### src/pkg/nmt_lss_params.svh
`ifndef NMT_LSS_PARAMS_SVH
`define NMT_LSS_PARAMS_SVH

`define NMT_ID 11'h000
`define LSS_REQ_ID 11'h7e5
`define LSS_RSP_ID 11'h7e4
`define NMT_DLC 4'h2
`define LSS_DLC 4'h8
`define NMT_START 8'h01
`define NMT_STOP 8'h02
`define NMT_PREOP 8'h80
`define NMT_RESET_APP 8'h81
`define NMT_RESET_COMM 8'h82
`define NMT_ALL_NODES 8'h00
`define NODE_ID_MIN 8'h01
`define NODE_ID_MAX 8'h7f
`define LSS_SWITCH_MODE 8'h04
`define LSS_MODE_CONFIG 8'h01
`define LSS_MODE_WAIT 8'h00
`define LSS_SET_ID 8'h11
`define LSS_SET_RATE 8'h13
`define LSS_ACTIVATE 8'h15
`define LSS_STORE 8'h17
`define LSS_RATE_TABLE 8'h00
`define LSS_RATE_MAX 8'h04
`define LSS_OK 8'h00
`define LSS_ERR_RANGE 8'h01
`define LSS_ERR_STORE 8'h02
`define DELAY_FACTOR 2
`define CLK_HZ 20000000
`define MS_PER_S 1000
`define CYCLES_PER_MS (`CLK_HZ / `MS_PER_S)
`define INIT_CYCLES 16'h0010

`endif

### src/pkg/nmt_lss_pkg.sv
package nmt_lss_pkg;
    typedef enum logic [1:0] {
        ST_INIT = 2'b00,
        ST_PREOP = 2'b01,
        ST_OPER = 2'b11,
        ST_STOP = 2'b10
    } nmt_state_type;

    typedef struct packed {
        logic [10:0] id;
        logic [3:0] dlc;
        logic [63:0] data;
    } can_frame_type;

    typedef struct packed {
        logic [6:0] node_id;
        logic [2:0] rate_idx;
    } layer_cfg_type;

    typedef struct packed {
        logic sdo_en;
        logic pdo_en;
        logic emcy_en;
        logic errctl_en;
    } comm_enable_type;
endpackage

### src/rtl/nmt_lss_node_handler.sv
`timescale 1ns/10ps
`include "nmt_lss_params.svh"
module nmt_lss_node_handler
    import nmt_lss_pkg::*;
(
    input wire logic clk_i, // Clock, 20 MHz
    input wire logic rst_i, // Sync reset, active high
    input wire logic rx_valid_i, // Received frame strobe
    input wire nmt_lss_pkg::can_frame_type rx_frame_i, // Received frame
    input wire logic tx_ready_i, // Transmitter took tx frame
    input wire nmt_lss_pkg::layer_cfg_type nv_cfg_i, // Stored settings
    input wire logic nv_done_i, // Store finished
    input wire logic nv_fail_i, // Store failed
    input wire logic hb_enabled_i, // Guarding/heartbeat configured
    output nmt_lss_pkg::can_frame_type tx_frame_o, // Reply frame
    output logic tx_valid_o, // Reply pending
    output nmt_lss_pkg::nmt_state_type state_o, // Current state
    output nmt_lss_pkg::comm_enable_type comm_en_o, // Object enables
    output logic [6:0] node_id_o, // Active node id
    output logic [2:0] rate_idx_o, // Active bit rate index
    output logic nv_write_o, // Store request level
    output nmt_lss_pkg::layer_cfg_type nv_wdata_o, // Data to store
    output logic app_reset_o, // Application reset pulse
    output logic comm_reset_o, // Communication reset pulse
    output logic lss_config_o // Configuration state flag
);
    import nmt_lss_pkg::*;

    logic [7:0] b0, b1, b2;
    logic is_nmt, is_lss, nmt_for_me, nmt_reset;
    logic [15:0] init_cnt_q;
    layer_cfg_type pend_q;
    logic load_q;
    logic timer_done;
    logic timer_start;

    frame_field #(.INDEX(0)) u_b0 (.data_i(rx_frame_i.data), .byte_o(b0));
    frame_field #(.INDEX(1)) u_b1 (.data_i(rx_frame_i.data), .byte_o(b1));
    frame_field #(.INDEX(2)) u_b2 (.data_i(rx_frame_i.data), .byte_o(b2));

    // Initialization drops every frame since the node does not communicate yet
    assign is_nmt = rx_valid_i && state_o != ST_INIT && rx_frame_i.id == `NMT_ID
                    && rx_frame_i.dlc == `NMT_DLC;
    assign nmt_for_me = is_nmt && (b1 == `NMT_ALL_NODES || b1 == {1'b0, node_id_o});
    assign nmt_reset = nmt_for_me && (b0 == `NMT_RESET_APP || b0 == `NMT_RESET_COMM);
    assign is_lss = rx_valid_i && state_o != ST_INIT && rx_frame_i.id == `LSS_REQ_ID
                    && rx_frame_i.dlc == `LSS_DLC;
    assign timer_start = is_lss && lss_config_o && b0 == `LSS_ACTIVATE;

    switch_timer u_timer (
        .clk_i(clk_i),
        .rst_i(rst_i),
        .start_i(timer_start),
        .delay_ms_i(b1),
        .done_o(timer_done)
    );

    // NMT state machine
    always_ff @(posedge clk_i) begin
        if (rst_i) begin
            state_o <= ST_INIT;
            init_cnt_q <= 16'h0000;
            app_reset_o <= 1'b0;
            comm_reset_o <= 1'b0;
        end else begin
            app_reset_o <= 1'b0;
            comm_reset_o <= 1'b0;
            if (nmt_reset) begin
                state_o <= ST_INIT;
                init_cnt_q <= 16'h0000;
                app_reset_o <= (b0 == `NMT_RESET_APP);
                comm_reset_o <= (b0 == `NMT_RESET_COMM);
            end else if (state_o == ST_INIT) begin
                if (init_cnt_q == `INIT_CYCLES) begin
                    state_o <= ST_PREOP;
                end else begin
                    init_cnt_q <= init_cnt_q + 16'h0001;
                end
            end else if (nmt_for_me) begin
                unique case (b0)
                    `NMT_START: state_o <= ST_OPER;
                    `NMT_STOP: state_o <= ST_STOP;
                    `NMT_PREOP: state_o <= ST_PREOP;
                    default: state_o <= state_o;
                endcase
            end
        end
    end

    // Object enables follow the state
    always_ff @(posedge clk_i) begin
        if (rst_i) begin
            comm_en_o <= '0;
        end else begin
            unique case (state_o)
                ST_INIT: comm_en_o <= '0;
                ST_PREOP: comm_en_o <= '{sdo_en: 1'b1, pdo_en: 1'b0, emcy_en: 1'b1,
                                         errctl_en: hb_enabled_i};
                ST_OPER: comm_en_o <= '{sdo_en: 1'b1, pdo_en: 1'b1, emcy_en: 1'b1,
                                        errctl_en: hb_enabled_i};
                ST_STOP: comm_en_o <= '{sdo_en: 1'b0, pdo_en: 1'b0, emcy_en: 1'b0,
                                        errctl_en: hb_enabled_i};
            endcase
        end
    end

    // Active id is only reloaded from storage in initialization, so a new id waits for a reset
    always_ff @(posedge clk_i) begin
        if (rst_i) begin
            load_q <= 1'b1;
            node_id_o <= 7'h7f;
            rate_idx_o <= 3'h0;
        end else begin
            load_q <= (state_o == ST_INIT) && !load_q ? 1'b1 : (state_o == ST_INIT);
            if (state_o == ST_INIT) begin
                node_id_o <= nv_cfg_i.node_id;
            end
            if (state_o == ST_INIT) begin
                rate_idx_o <= nv_cfg_i.rate_idx;
            end else if (timer_done) begin
                rate_idx_o <= pend_q.rate_idx;
            end
        end
    end

    // LSS mode, pending settings and replies
    always_ff @(posedge clk_i) begin
        if (rst_i) begin
            lss_config_o <= 1'b0;
            pend_q <= '{node_id: 7'h7f, rate_idx: 3'h0};
            tx_valid_o <= 1'b0;
            tx_frame_o <= '0;
            nv_write_o <= 1'b0;
            nv_wdata_o <= '0;
        end else begin
            if (tx_valid_o && tx_ready_i) begin
                tx_valid_o <= 1'b0;
            end
            if (state_o == ST_INIT && load_q) begin
                pend_q <= nv_cfg_i;
            end
            if (nv_write_o && (nv_done_i || nv_fail_i)) begin
                nv_write_o <= 1'b0;
                tx_valid_o <= 1'b1;
                tx_frame_o <= '{id: `LSS_RSP_ID, dlc: `LSS_DLC,
                                data: {48'h0, (nv_fail_i ? `LSS_ERR_STORE : `LSS_OK), `LSS_STORE}};
            end
            if (is_lss) begin
                if (b0 == `LSS_SWITCH_MODE) begin
                    if (b1 == `LSS_MODE_CONFIG) begin
                        lss_config_o <= 1'b1;
                    end else if (b1 == `LSS_MODE_WAIT) begin
                        lss_config_o <= 1'b0;
                    end
                end else if (lss_config_o) begin
                    if (b0 == `LSS_SET_ID) begin
                        tx_valid_o <= 1'b1;
                        if (b1 >= `NODE_ID_MIN && b1 <= `NODE_ID_MAX) begin
                            pend_q.node_id <= b1[6:0];
                            tx_frame_o <= '{id: `LSS_RSP_ID, dlc: `LSS_DLC,
                                            data: {48'h0, `LSS_OK, `LSS_SET_ID}};
                        end else begin
                            tx_frame_o <= '{id: `LSS_RSP_ID, dlc: `LSS_DLC,
                                            data: {48'h0, `LSS_ERR_RANGE, `LSS_SET_ID}};
                        end
                    end else if (b0 == `LSS_SET_RATE) begin
                        tx_valid_o <= 1'b1;
                        if (b1 == `LSS_RATE_TABLE && b2 <= `LSS_RATE_MAX) begin
                            pend_q.rate_idx <= b2[2:0];
                            tx_frame_o <= '{id: `LSS_RSP_ID, dlc: `LSS_DLC,
                                            data: {48'h0, `LSS_OK, `LSS_SET_RATE}};
                        end else begin
                            tx_frame_o <= '{id: `LSS_RSP_ID, dlc: `LSS_DLC,
                                            data: {48'h0, `LSS_ERR_RANGE, `LSS_SET_RATE}};
                        end
                    end else if (b0 == `LSS_STORE && !nv_write_o) begin
                        nv_write_o <= 1'b1;
                        nv_wdata_o <= pend_q;
                    end
                end
            end
        end
    end
endmodule // nmt_lss_node_handler

### src/rtl/frame_field.sv
`timescale 1ns/10ps
// Extracts one data byte from a frame payload (byte 0 in bits 7:0)
module frame_field #(
    parameter int INDEX = 0
) (
    input wire logic [63:0] data_i, // Frame payload
    output logic [7:0] byte_o // Selected byte
);
    assign byte_o = data_i[INDEX*8 +: 8];
endmodule // frame_field

### src/rtl/switch_timer.sv
`timescale 1ns/10ps
`include "nmt_lss_params.svh"
// Counts a doubled millisecond delay, then pulses done_o
module switch_timer (
    input wire logic clk_i, // Clock
    input wire logic rst_i, // Sync reset
    input wire logic start_i, // Load delay
    input wire logic [7:0] delay_ms_i, // Delay in ms
    output logic done_o // One-cycle pulse
);
    logic [8:0] ms_q;
    logic [15:0] tick_q;
    logic run_q;

    always_ff @(posedge clk_i) begin
        if (rst_i) begin
            run_q <= 1'b0;
            ms_q <= 9'h000;
            tick_q <= 16'h0000;
            done_o <= 1'b0;
        end else begin
            done_o <= 1'b0;
            if (start_i) begin
                run_q <= 1'b1;
                ms_q <= 9'({1'b0, delay_ms_i} * `DELAY_FACTOR);
                tick_q <= 16'h0000;
            end else if (run_q) begin
                if (ms_q == 9'h000) begin
                    run_q <= 1'b0;
                    done_o <= 1'b1;
                end else if (tick_q == 16'(`CYCLES_PER_MS - 1)) begin
                    tick_q <= 16'h0000;
                    ms_q <= ms_q - 9'h001;
                end else begin
                    tick_q <= tick_q + 16'h0001;
                end
            end
        end
    end
endmodule // switch_timer

### config.mk
export PLATFORM = sky130hd
export DESIGN_NAME = nmt_lss_node_handler
export DESIGN_NICKNAME = d
export VERILOG_FILES = /design/src/pkg/nmt_lss_pkg.sv /design/src/rtl/nmt_lss_node_handler.sv /design/src/rtl/frame_field.sv /design/src/rtl/switch_timer.sv
export VERILOG_INCLUDE_DIRS = /design/src /design/src/pkg
export SDC_FILE = /design/constraint.sdc
export NUM_CORES = 1
export LEC_CHECK = 0
export BUFFER_PORTS_ARGS = -buffer_cell sky130_fd_sc_hd__buf_2
export CORE_MARGIN = 1.5
export CORE_UTILIZATION = 47
export DETAILED_ROUTE_END_ITERATION = 6
export GPL_TIMING_DRIVEN = 0
export PLACE_DENSITY = 0.79
export SLEW_MARGIN = 20
export SYNTH_ARGS = -nofsm -noshare
export SYNTH_HDL_FRONTEND = slang
export SYNTH_HIERARCHICAL = 1
export SYNTH_SLANG_ARGS = --single-unit
### constraint.sdc
create_clock -name clk_i -period 2.2 [get_ports clk_i]
set_input_delay 0.11 -clock clk_i [delete_from_list [all_inputs] [get_ports clk_i]]
set_output_delay 0.11 -clock clk_i [all_outputs]
set_load 0.005 [all_outputs]
==> results of run 1 <==
[sequential cells by signal (all words and copies together), names as in the netlist, 2 cells and up]
signal,flops
state_o,2
node_id_o,7
u_timer/ms_q,9
init_cnt_q,16
tx_frame_o,79
nv_wdata_o,10
comm_en_o,3
rate_idx_o,3
pend_q,10
u_timer/tick_q,16
[through the flow]
step	util	setup WS, ns	instance area [µm²]	power [mW]	TNS (ns)
final	0.6096	0.08532	8792	6.566	0
after global routing	0.6096	0.003410	8792	6.787	0
after CTS	0.6027	0.002696	8693	6.599	0
after detailed placement	0.5415	-0.7197	7810	3.523	-14.39
after global placement	0.5415	-0.6902	7810	3.517	-10.79
after floorplan	-	0.05391	6874	3.377	0
[cell usage after synthesis, drive strengths merged (9+ instances only)]
| cell type | number |
|---|---|
| dfxtp | 163 |
| or4 | 11 |
| nand3b | 9 |
| nand3 | 15 |
| xor2 | 18 |
| and2 | 69 |
| nor3 | 30 |
| and3 | 14 |
| o21ai | 9 |
| nand4 | 19 |
| a21oi | 16 |
| nor4 | 18 |
| buf | 37 |
| nor2 | 82 |
| mux2i | 24 |
| nand2 | 43 |
| inv | 11 |
| or3 | 10 |
| clkbuf | 24 |
| xnor2 | 10 |
| a211oi | 13 |
[power breakdown]
| part | internal (mW) | switching, mW |
|---|---|---|
| Clock | 1.65 | 1.41 |
| Combinational | 0.212 | 0.241 |
| Sequential | 3.00 | 0.0472 |
| Total | 4.87 | 1.70 |
[repair_timing]
| item | 4_1_cts | 5_1_grt |
|---|---|---|
| pin swaps | 1 | 5 |
| gates resized for setup | 10 | 9 |
| buffers inserted | 3 | 8 |
| hold buffers | 19 | 0 |
| hold endpoints to repair | 21 | 0 |
| setup endpoints to repair | 88 | 105 |
[per-layer routing]
metal	part of all wire	GRT usage	vias up	wire, µm
met1	0.42	0.2786	2736	7238
met4	0.024	0.09375	0	411
met2	0.49	0.3650	202	8397
met5	0	0	-	0
met3	0.062	0.05266	28	1059
li1	-	-	2922	-
[logic make-up (layout without fill, tap and decap cells)]
| logic type | after synthesis | after routing | share of synthesized area |
|---|---|---|---|
| fa+ha+maj | 4 | 4 | 0.007284 |
| flops | 163 | 163 | 0.4749 |
| mux | 27 | 27 | 0.03988 |
| xor+xnor | 28 | 28 | 0.03569 |
| compound gates | 75 | 75 | 0.08230 |
| simple gates | 356 | 356 | 0.2990 |
| buf+inv | 72 | 273 | 0.06100 |
[final cells by class]
cell class                 instances  share of cell area
multi-input combinational        490              0.3697
clock buffer                      17             0.04838
tap                              184             0.02618
timing repair buffer             171              0.1113
clock inverter                    15             0.02348
buffer                            59             0.04483
sequential                       163              0.3714
inverter                          11            0.004696
[worst paths after layout]
kind | from | endpoint | slack [ns] | depth (start not counted)
max reg2reg | state_o[1]$_SDFFE_PP0P_ | pend_q[2]$_SDFF_PP0_ | 0.09 | 7
min reg2reg | tx_frame_o[68]$_SDFF_PP0_ | tx_frame_o[68]$_SDFF_PP0_ | 0.45 | 1
max | state_o[1]$_SDFFE_PP0P_ | pend_q[2]$_SDFF_PP0_ | 0.09 | 7
min | rx_frame_i[8] | lss_config_o$_SDFFE_PP0P_ | 0.006 | 3
[worst register-to-register path, delay by kind of cell (launching register included)]
kind	cells	cell delay [ns]
buffers and inverters	2	0.39
DFF	1	0.41
muxes	1	0.35
and+or+nand+nor	4	0.84
==> reports/qor.yml, run 1 <==
placement:
  placedCellCount: 1050
  gp_congestion: 0.8889
  hpwlAfterDp_um: 12060
  io_buffers: 141
floorplanning:
  die_w_um: 123.9
  dieArea_mm2: 0.01535
  fp-row-count: 44
  ios: 206
  initial_core_util: 0.4764
  dieHeight_um: 123.9
  core-area_mm2: 0.01442
worst_setup_path:
  max_stage_delay_ns: 0.41
  cp-start-kind: "register"
  crit_arrival_ns: 2.43
  path_cells: "or2_1 > buf_4 > nand4b_4 > buf_4 > and4b_1 > nand4_1 > mux2_2"
  critPathMaxFanout: 7
  cp.required_ns: 2.52
  cpMostUsedCell: "buf_4"
  path_class: "reg2reg"
  crit_buf_inv: 2
  critPathTopFamily: "simple AND/OR/NAND/NOR gates"
  endpoint_kind: "register"
  cp_slowest_cell: "dfxtp_2"
timing:
  holdWs_ns: 0.006265
  post-route-period-util: 0.9612
  fmax_mhz: 472.9
  finalSetupViolations: 0
  tightest_slew_ns: 0.7630
  rsz0062_at_grt: "no"
  report.final.slew_viol_count: 0
  max_slew_margin: 0.4871
  clock_skew_ns: 0.01307
  final_hold_viol_count: 0
  fin_crit_ns: 2.115
global_routing:
  grt_antenna_before_repair: 0
  grt_overflow_total: 0
  grt_pass1_vias: 5330
  grt_pass1_wl_um: 26410
  grt_max_degree: 20
  grtUsageTotal: 0.2218
drt:
  drt-pass1-iter-count: 6
  routed_via_density: 5.305
  drc: 0
  wirelength_um: 17110
  wl_per_cell_um: 15.41
  vias: 5888
  drt_iter0_drc: 377
  ant_nets: 0
synth:
  syn_area_mm2: 0.006872
  ys_dominant_reg_cell: "dfxtp_1"
  syn_inst: 725
  synthTopCellsByArea: "dfxtp_1 47%, and2_1 6.3%, nor2_1 3.9%"
  netlist.area_leader.share: 0.4749
  syn_avg_cell_area_um2: 9.478
  ys_ff_latch: 163
  synth_area_leader_cell: "dfxtp_1"
  syn-num-nets: 825
  synth-async-reset-ratio: 0
  synth.yosys.warnings: 6
  ys_seq_area_frac: 0.4749
  synth_cell_types: 63
  synth_edf_count: 0
cells_and_area:
  fin_cells: 1110
  nets: 1013
  drive_gt1_frac: 0.2873
  area_delta_synth_final_pct: 27.95
  regArea_mm2: 0.003266
  fill_cells: 1227
  antenna_cells: 0
  final_cell_mix: "161 x dfxtp_1, 145 x buf_2, 72 x nor2_1, 69 x and2_1, 43 x nand2_1"
  multiInputGateArea_mm2: 0.003251
  final_common_cell: "dfxtp_1"
clock_network:
  insertion_delay_ns: 0.43
  cts.reportedPaths.clkPinSlew_ns: 0.07
  root_buffer: "clkbuf_16"
  numCtsBuffers: 17
  cts_max_level: 4
  clk_path_buf_depth: 2
  cts_tree: "done"
  cts.sinks: 163
power:
  peakVddDrop_v: 0.0005573
  powerDensity_mw_per_mm2: 746.8
  p_leak_nw: 3.822
min_path:
  hold_class: "in2reg"
run:
  maxCapViolCount: 0
status:
  status: "complete, no violations"
No activity file was read; power rests on OpenSTA's default activity.
==> run 2, diff against run 1 <==
--- a/config.mk
+++ b/config.mk
@@ -7,10 +7,12 @@
 export NUM_CORES = 1
 export LEC_CHECK = 0
 export BUFFER_PORTS_ARGS = -buffer_cell sky130_fd_sc_hd__buf_2
+export CAP_MARGIN = 20
 export CORE_MARGIN = 1.5
 export CORE_UTILIZATION = 47
 export DETAILED_ROUTE_END_ITERATION = 6
 export GPL_TIMING_DRIVEN = 0
+export HOLD_SLACK_MARGIN = 0.12
 export PLACE_DENSITY = 0.79
 export SLEW_MARGIN = 20
 export SYNTH_ARGS = -nofsm -noshare
==> reports/qor.yml, run 2 (same netlist as run 1, synthesis figures left out) <==
global_routing:
  grt_overflow_total: 0  # unchanged
  grt_pass1_wl_um: 26800  # +1.5%
  grt_max_degree: 20  # unchanged
  grt_antenna_before_repair: 0  # unchanged
  grtUsageTotal: 0.2248  # +0.002996
  grt_pass1_vias: 5427  # +1.8%
floorplanning:
  ios: 206  # unchanged
  fp-row-count: 44  # unchanged
  die_w_um: 123.9  # unchanged
  core-area_mm2: 0.01442  # unchanged
  dieArea_mm2: 0.01535  # unchanged
  initial_core_util: 0.4764  # unchanged
  dieHeight_um: 123.9  # unchanged
clock_network:
  cts.sinks: 163  # unchanged
  cts.reportedPaths.clkPinSlew_ns: 0.07  # about the same
  insertion_delay_ns: 0.44  # about the same
  cts_max_level: 4  # unchanged
  root_buffer: "clkbuf_16"
  numCtsBuffers: 17  # unchanged
  cts_tree: "done"
  clk_path_buf_depth: 2  # unchanged
cells_and_area:
  largest-register: "tx_frame_o"
  antenna_cells: 0  # unchanged
  nets: 1021  # +0.79%
  area_delta_synth_final_pct: 29.21
  final_cell_mix: "161 x dfxtp_1, 145 x buf_2, 72 x nor2_1, 69 x and2_1, 43 x nand2_1"
  largestRegisters: "tx_frame_o x79, init_cnt_q x16, u_timer/tick_q x16"
  largest_register_ffs: 79  # unchanged
  fin_cells: 1118  # +0.72%
  drive_gt1_frac: 0.2848  # -0.002460
  final_common_cell: "dfxtp_1"
drt:
  vias: 5969  # +1.4%
  wirelength_um: 17300  # +1.1%
  ant_nets: 0  # unchanged
  drt_iter0_drc: 405  # +7.4%
  drc: 0  # unchanged
  routed_via_density: 5.339  # +0.65%
  wl_per_cell_um: 15.47  # +0.40%
  drt-pass1-iter-count: 5  # -1
power:
  clock_power_share: 0.466  # about the same
  switching_share: 0.2587  # +0.0003412
  pwr-share-seq: 0.463  # -0.002
  powerDensity_mw_per_mm2: 741.2  # -0.75%
  peakVddDrop_v: 0.0005647  # +1.3%
  switchingPower_mw: 1.702  # +0.36%
  p_leak_nw: 3.861  # +1.0%
  combPwrFrac: 0.071  # +0.002
  p_int_mw: 4.879  # +0.18%
timing:
  finalSetupViolations: 0  # unchanged
  fin_crit_ns: 2.118  # +0.003039 ns
  fin_ws_ns: 0.08228  # -0.003040 ns
  max_slew_margin: 0.4812  # -0.005904
  tightest_slew_ns: 0.7754  # +0.01234 ns
  fmax_mhz: 472.2  # -0.14%
  report.final.slew_viol_count: 0  # unchanged
  final_hold_viol_count: 0  # unchanged
  clock_skew_ns: 0.01148  # -0.001592 ns
  tns_ns: 0  # unchanged
  post-route-period-util: 0.9626  # +0.001382
  rsz0062_at_grt: "no"
min_path:
  hold_class: "in2reg"
worst_setup_path:
  cp.required_ns: 2.50  # -0.02 ns
  path_class: "reg2reg"
  crit_arrival_ns: 2.42  # about the same
  endpoint_kind: "register"
  cp-start-kind: "register"
  critPathMaxFanout: 10  # +3
placement:
  gp_congestion: 0.8889  # unchanged
  io_buffers: 141  # unchanged
  dp_slack_ns: -0.7197  # unchanged
  placedCellCount: 1050  # unchanged
  hpwlAfterDp_um: 12060  # unchanged
run:
  maxCapViolCount: 0  # unchanged
status:
  status: "complete, no violations"
-- run 2: cell types whose count changed in the layout (fill, tap and decap cells not counted), sizes merged --
cell / previous run / this run
dlygate4sd3: 19 / 28
clkbuf: 39 / 38
-- run 2: stage by stage --
stage               power, mW  hold slack [ns]  area [µm²]  utilization
floorplan               3.377           0.2222        6874            -
global route            6.802           0.1879        8879       0.6155
global placement        3.517           0.3317        7810       0.5415
detailed placement      3.523           0.3322        7810       0.5415
CTS                     6.612           0.1517        8783       0.6090
finish                  6.581           0.1589        8879       0.6155
-- run 2: routing by layer --
layer | up-vias | part of all wire | track usage
li1 | 2925 | - | -
met3 | 29 | 0.067 | 0.05037
met1 | 2795 | 0.42 | 0.2814
met2 | 220 | 0.49 | 0.3667
met4 | 0 | 0.026 | 0.1087
met5 | - | 0 | 0
-- run 2: timing repair --
action,4_1_cts,5_1_grt
gates resized for setup,10,9
pin swaps,1,5
endpoints found under the hold margin,36,0
setup endpoints to repair,88,106
buffers inserted,3,8
hold buffers,28,0
-- run 2: worst paths after layout --
check | startpoint | endpoint | slack (ns) | depth (start not counted)
max | state_o[1]$_SDFFE_PP0P_ | u_timer/done_o$_SDFF_PP0_ | 0.08 | 9
min | rx_frame_i[69] | tx_frame_o[1]$_SDFF_PP0_ | 0.16 | 5
max reg2reg | state_o[1]$_SDFFE_PP0P_ | u_timer/done_o$_SDFF_PP0_ | 0.08 | 9
min reg2reg | tx_frame_o[68]$_SDFF_PP0_ | tx_frame_o[68]$_SDFF_PP0_ | 0.45 | 1
-- run 2: final cells by class --
type                       count  area [µm²]
multi-input combinational    490        3251
buffer                        58       390.4
fill                        1211        5545
inverter                      11       41.29
clock buffer                  17       425.4
clock inverter                15       206.4
timing repair buffer         180        1069
sequential                   163        3266
tap                          184       230.2
-- run 2: power by group through the flow --
stage          Combinational, mW  Sequential, mW  Clock [mW]
5_1_grt                    0.514            3.05        3.23
4_1_cts                    0.453            3.05        3.11
3_3_place_gp               0.402            3.11           0
6_report                   0.466            3.05        3.07
3_5_place_dp               0.408            3.11           0
2_1_floorplan              0.272            3.11           0
-- run 2: critical path: stages, from the launching register on --
cell,delay [ns]
dfxtp_2,0.37
or2_1,0.21
buf_4,0.18
nand4b_4,0.17
nor4_4,0.06
clkbuf_8,0.17
nor2_1,0.16
clkbuf_2,0.28
nand2_1,0.08
nor3_1,0.31
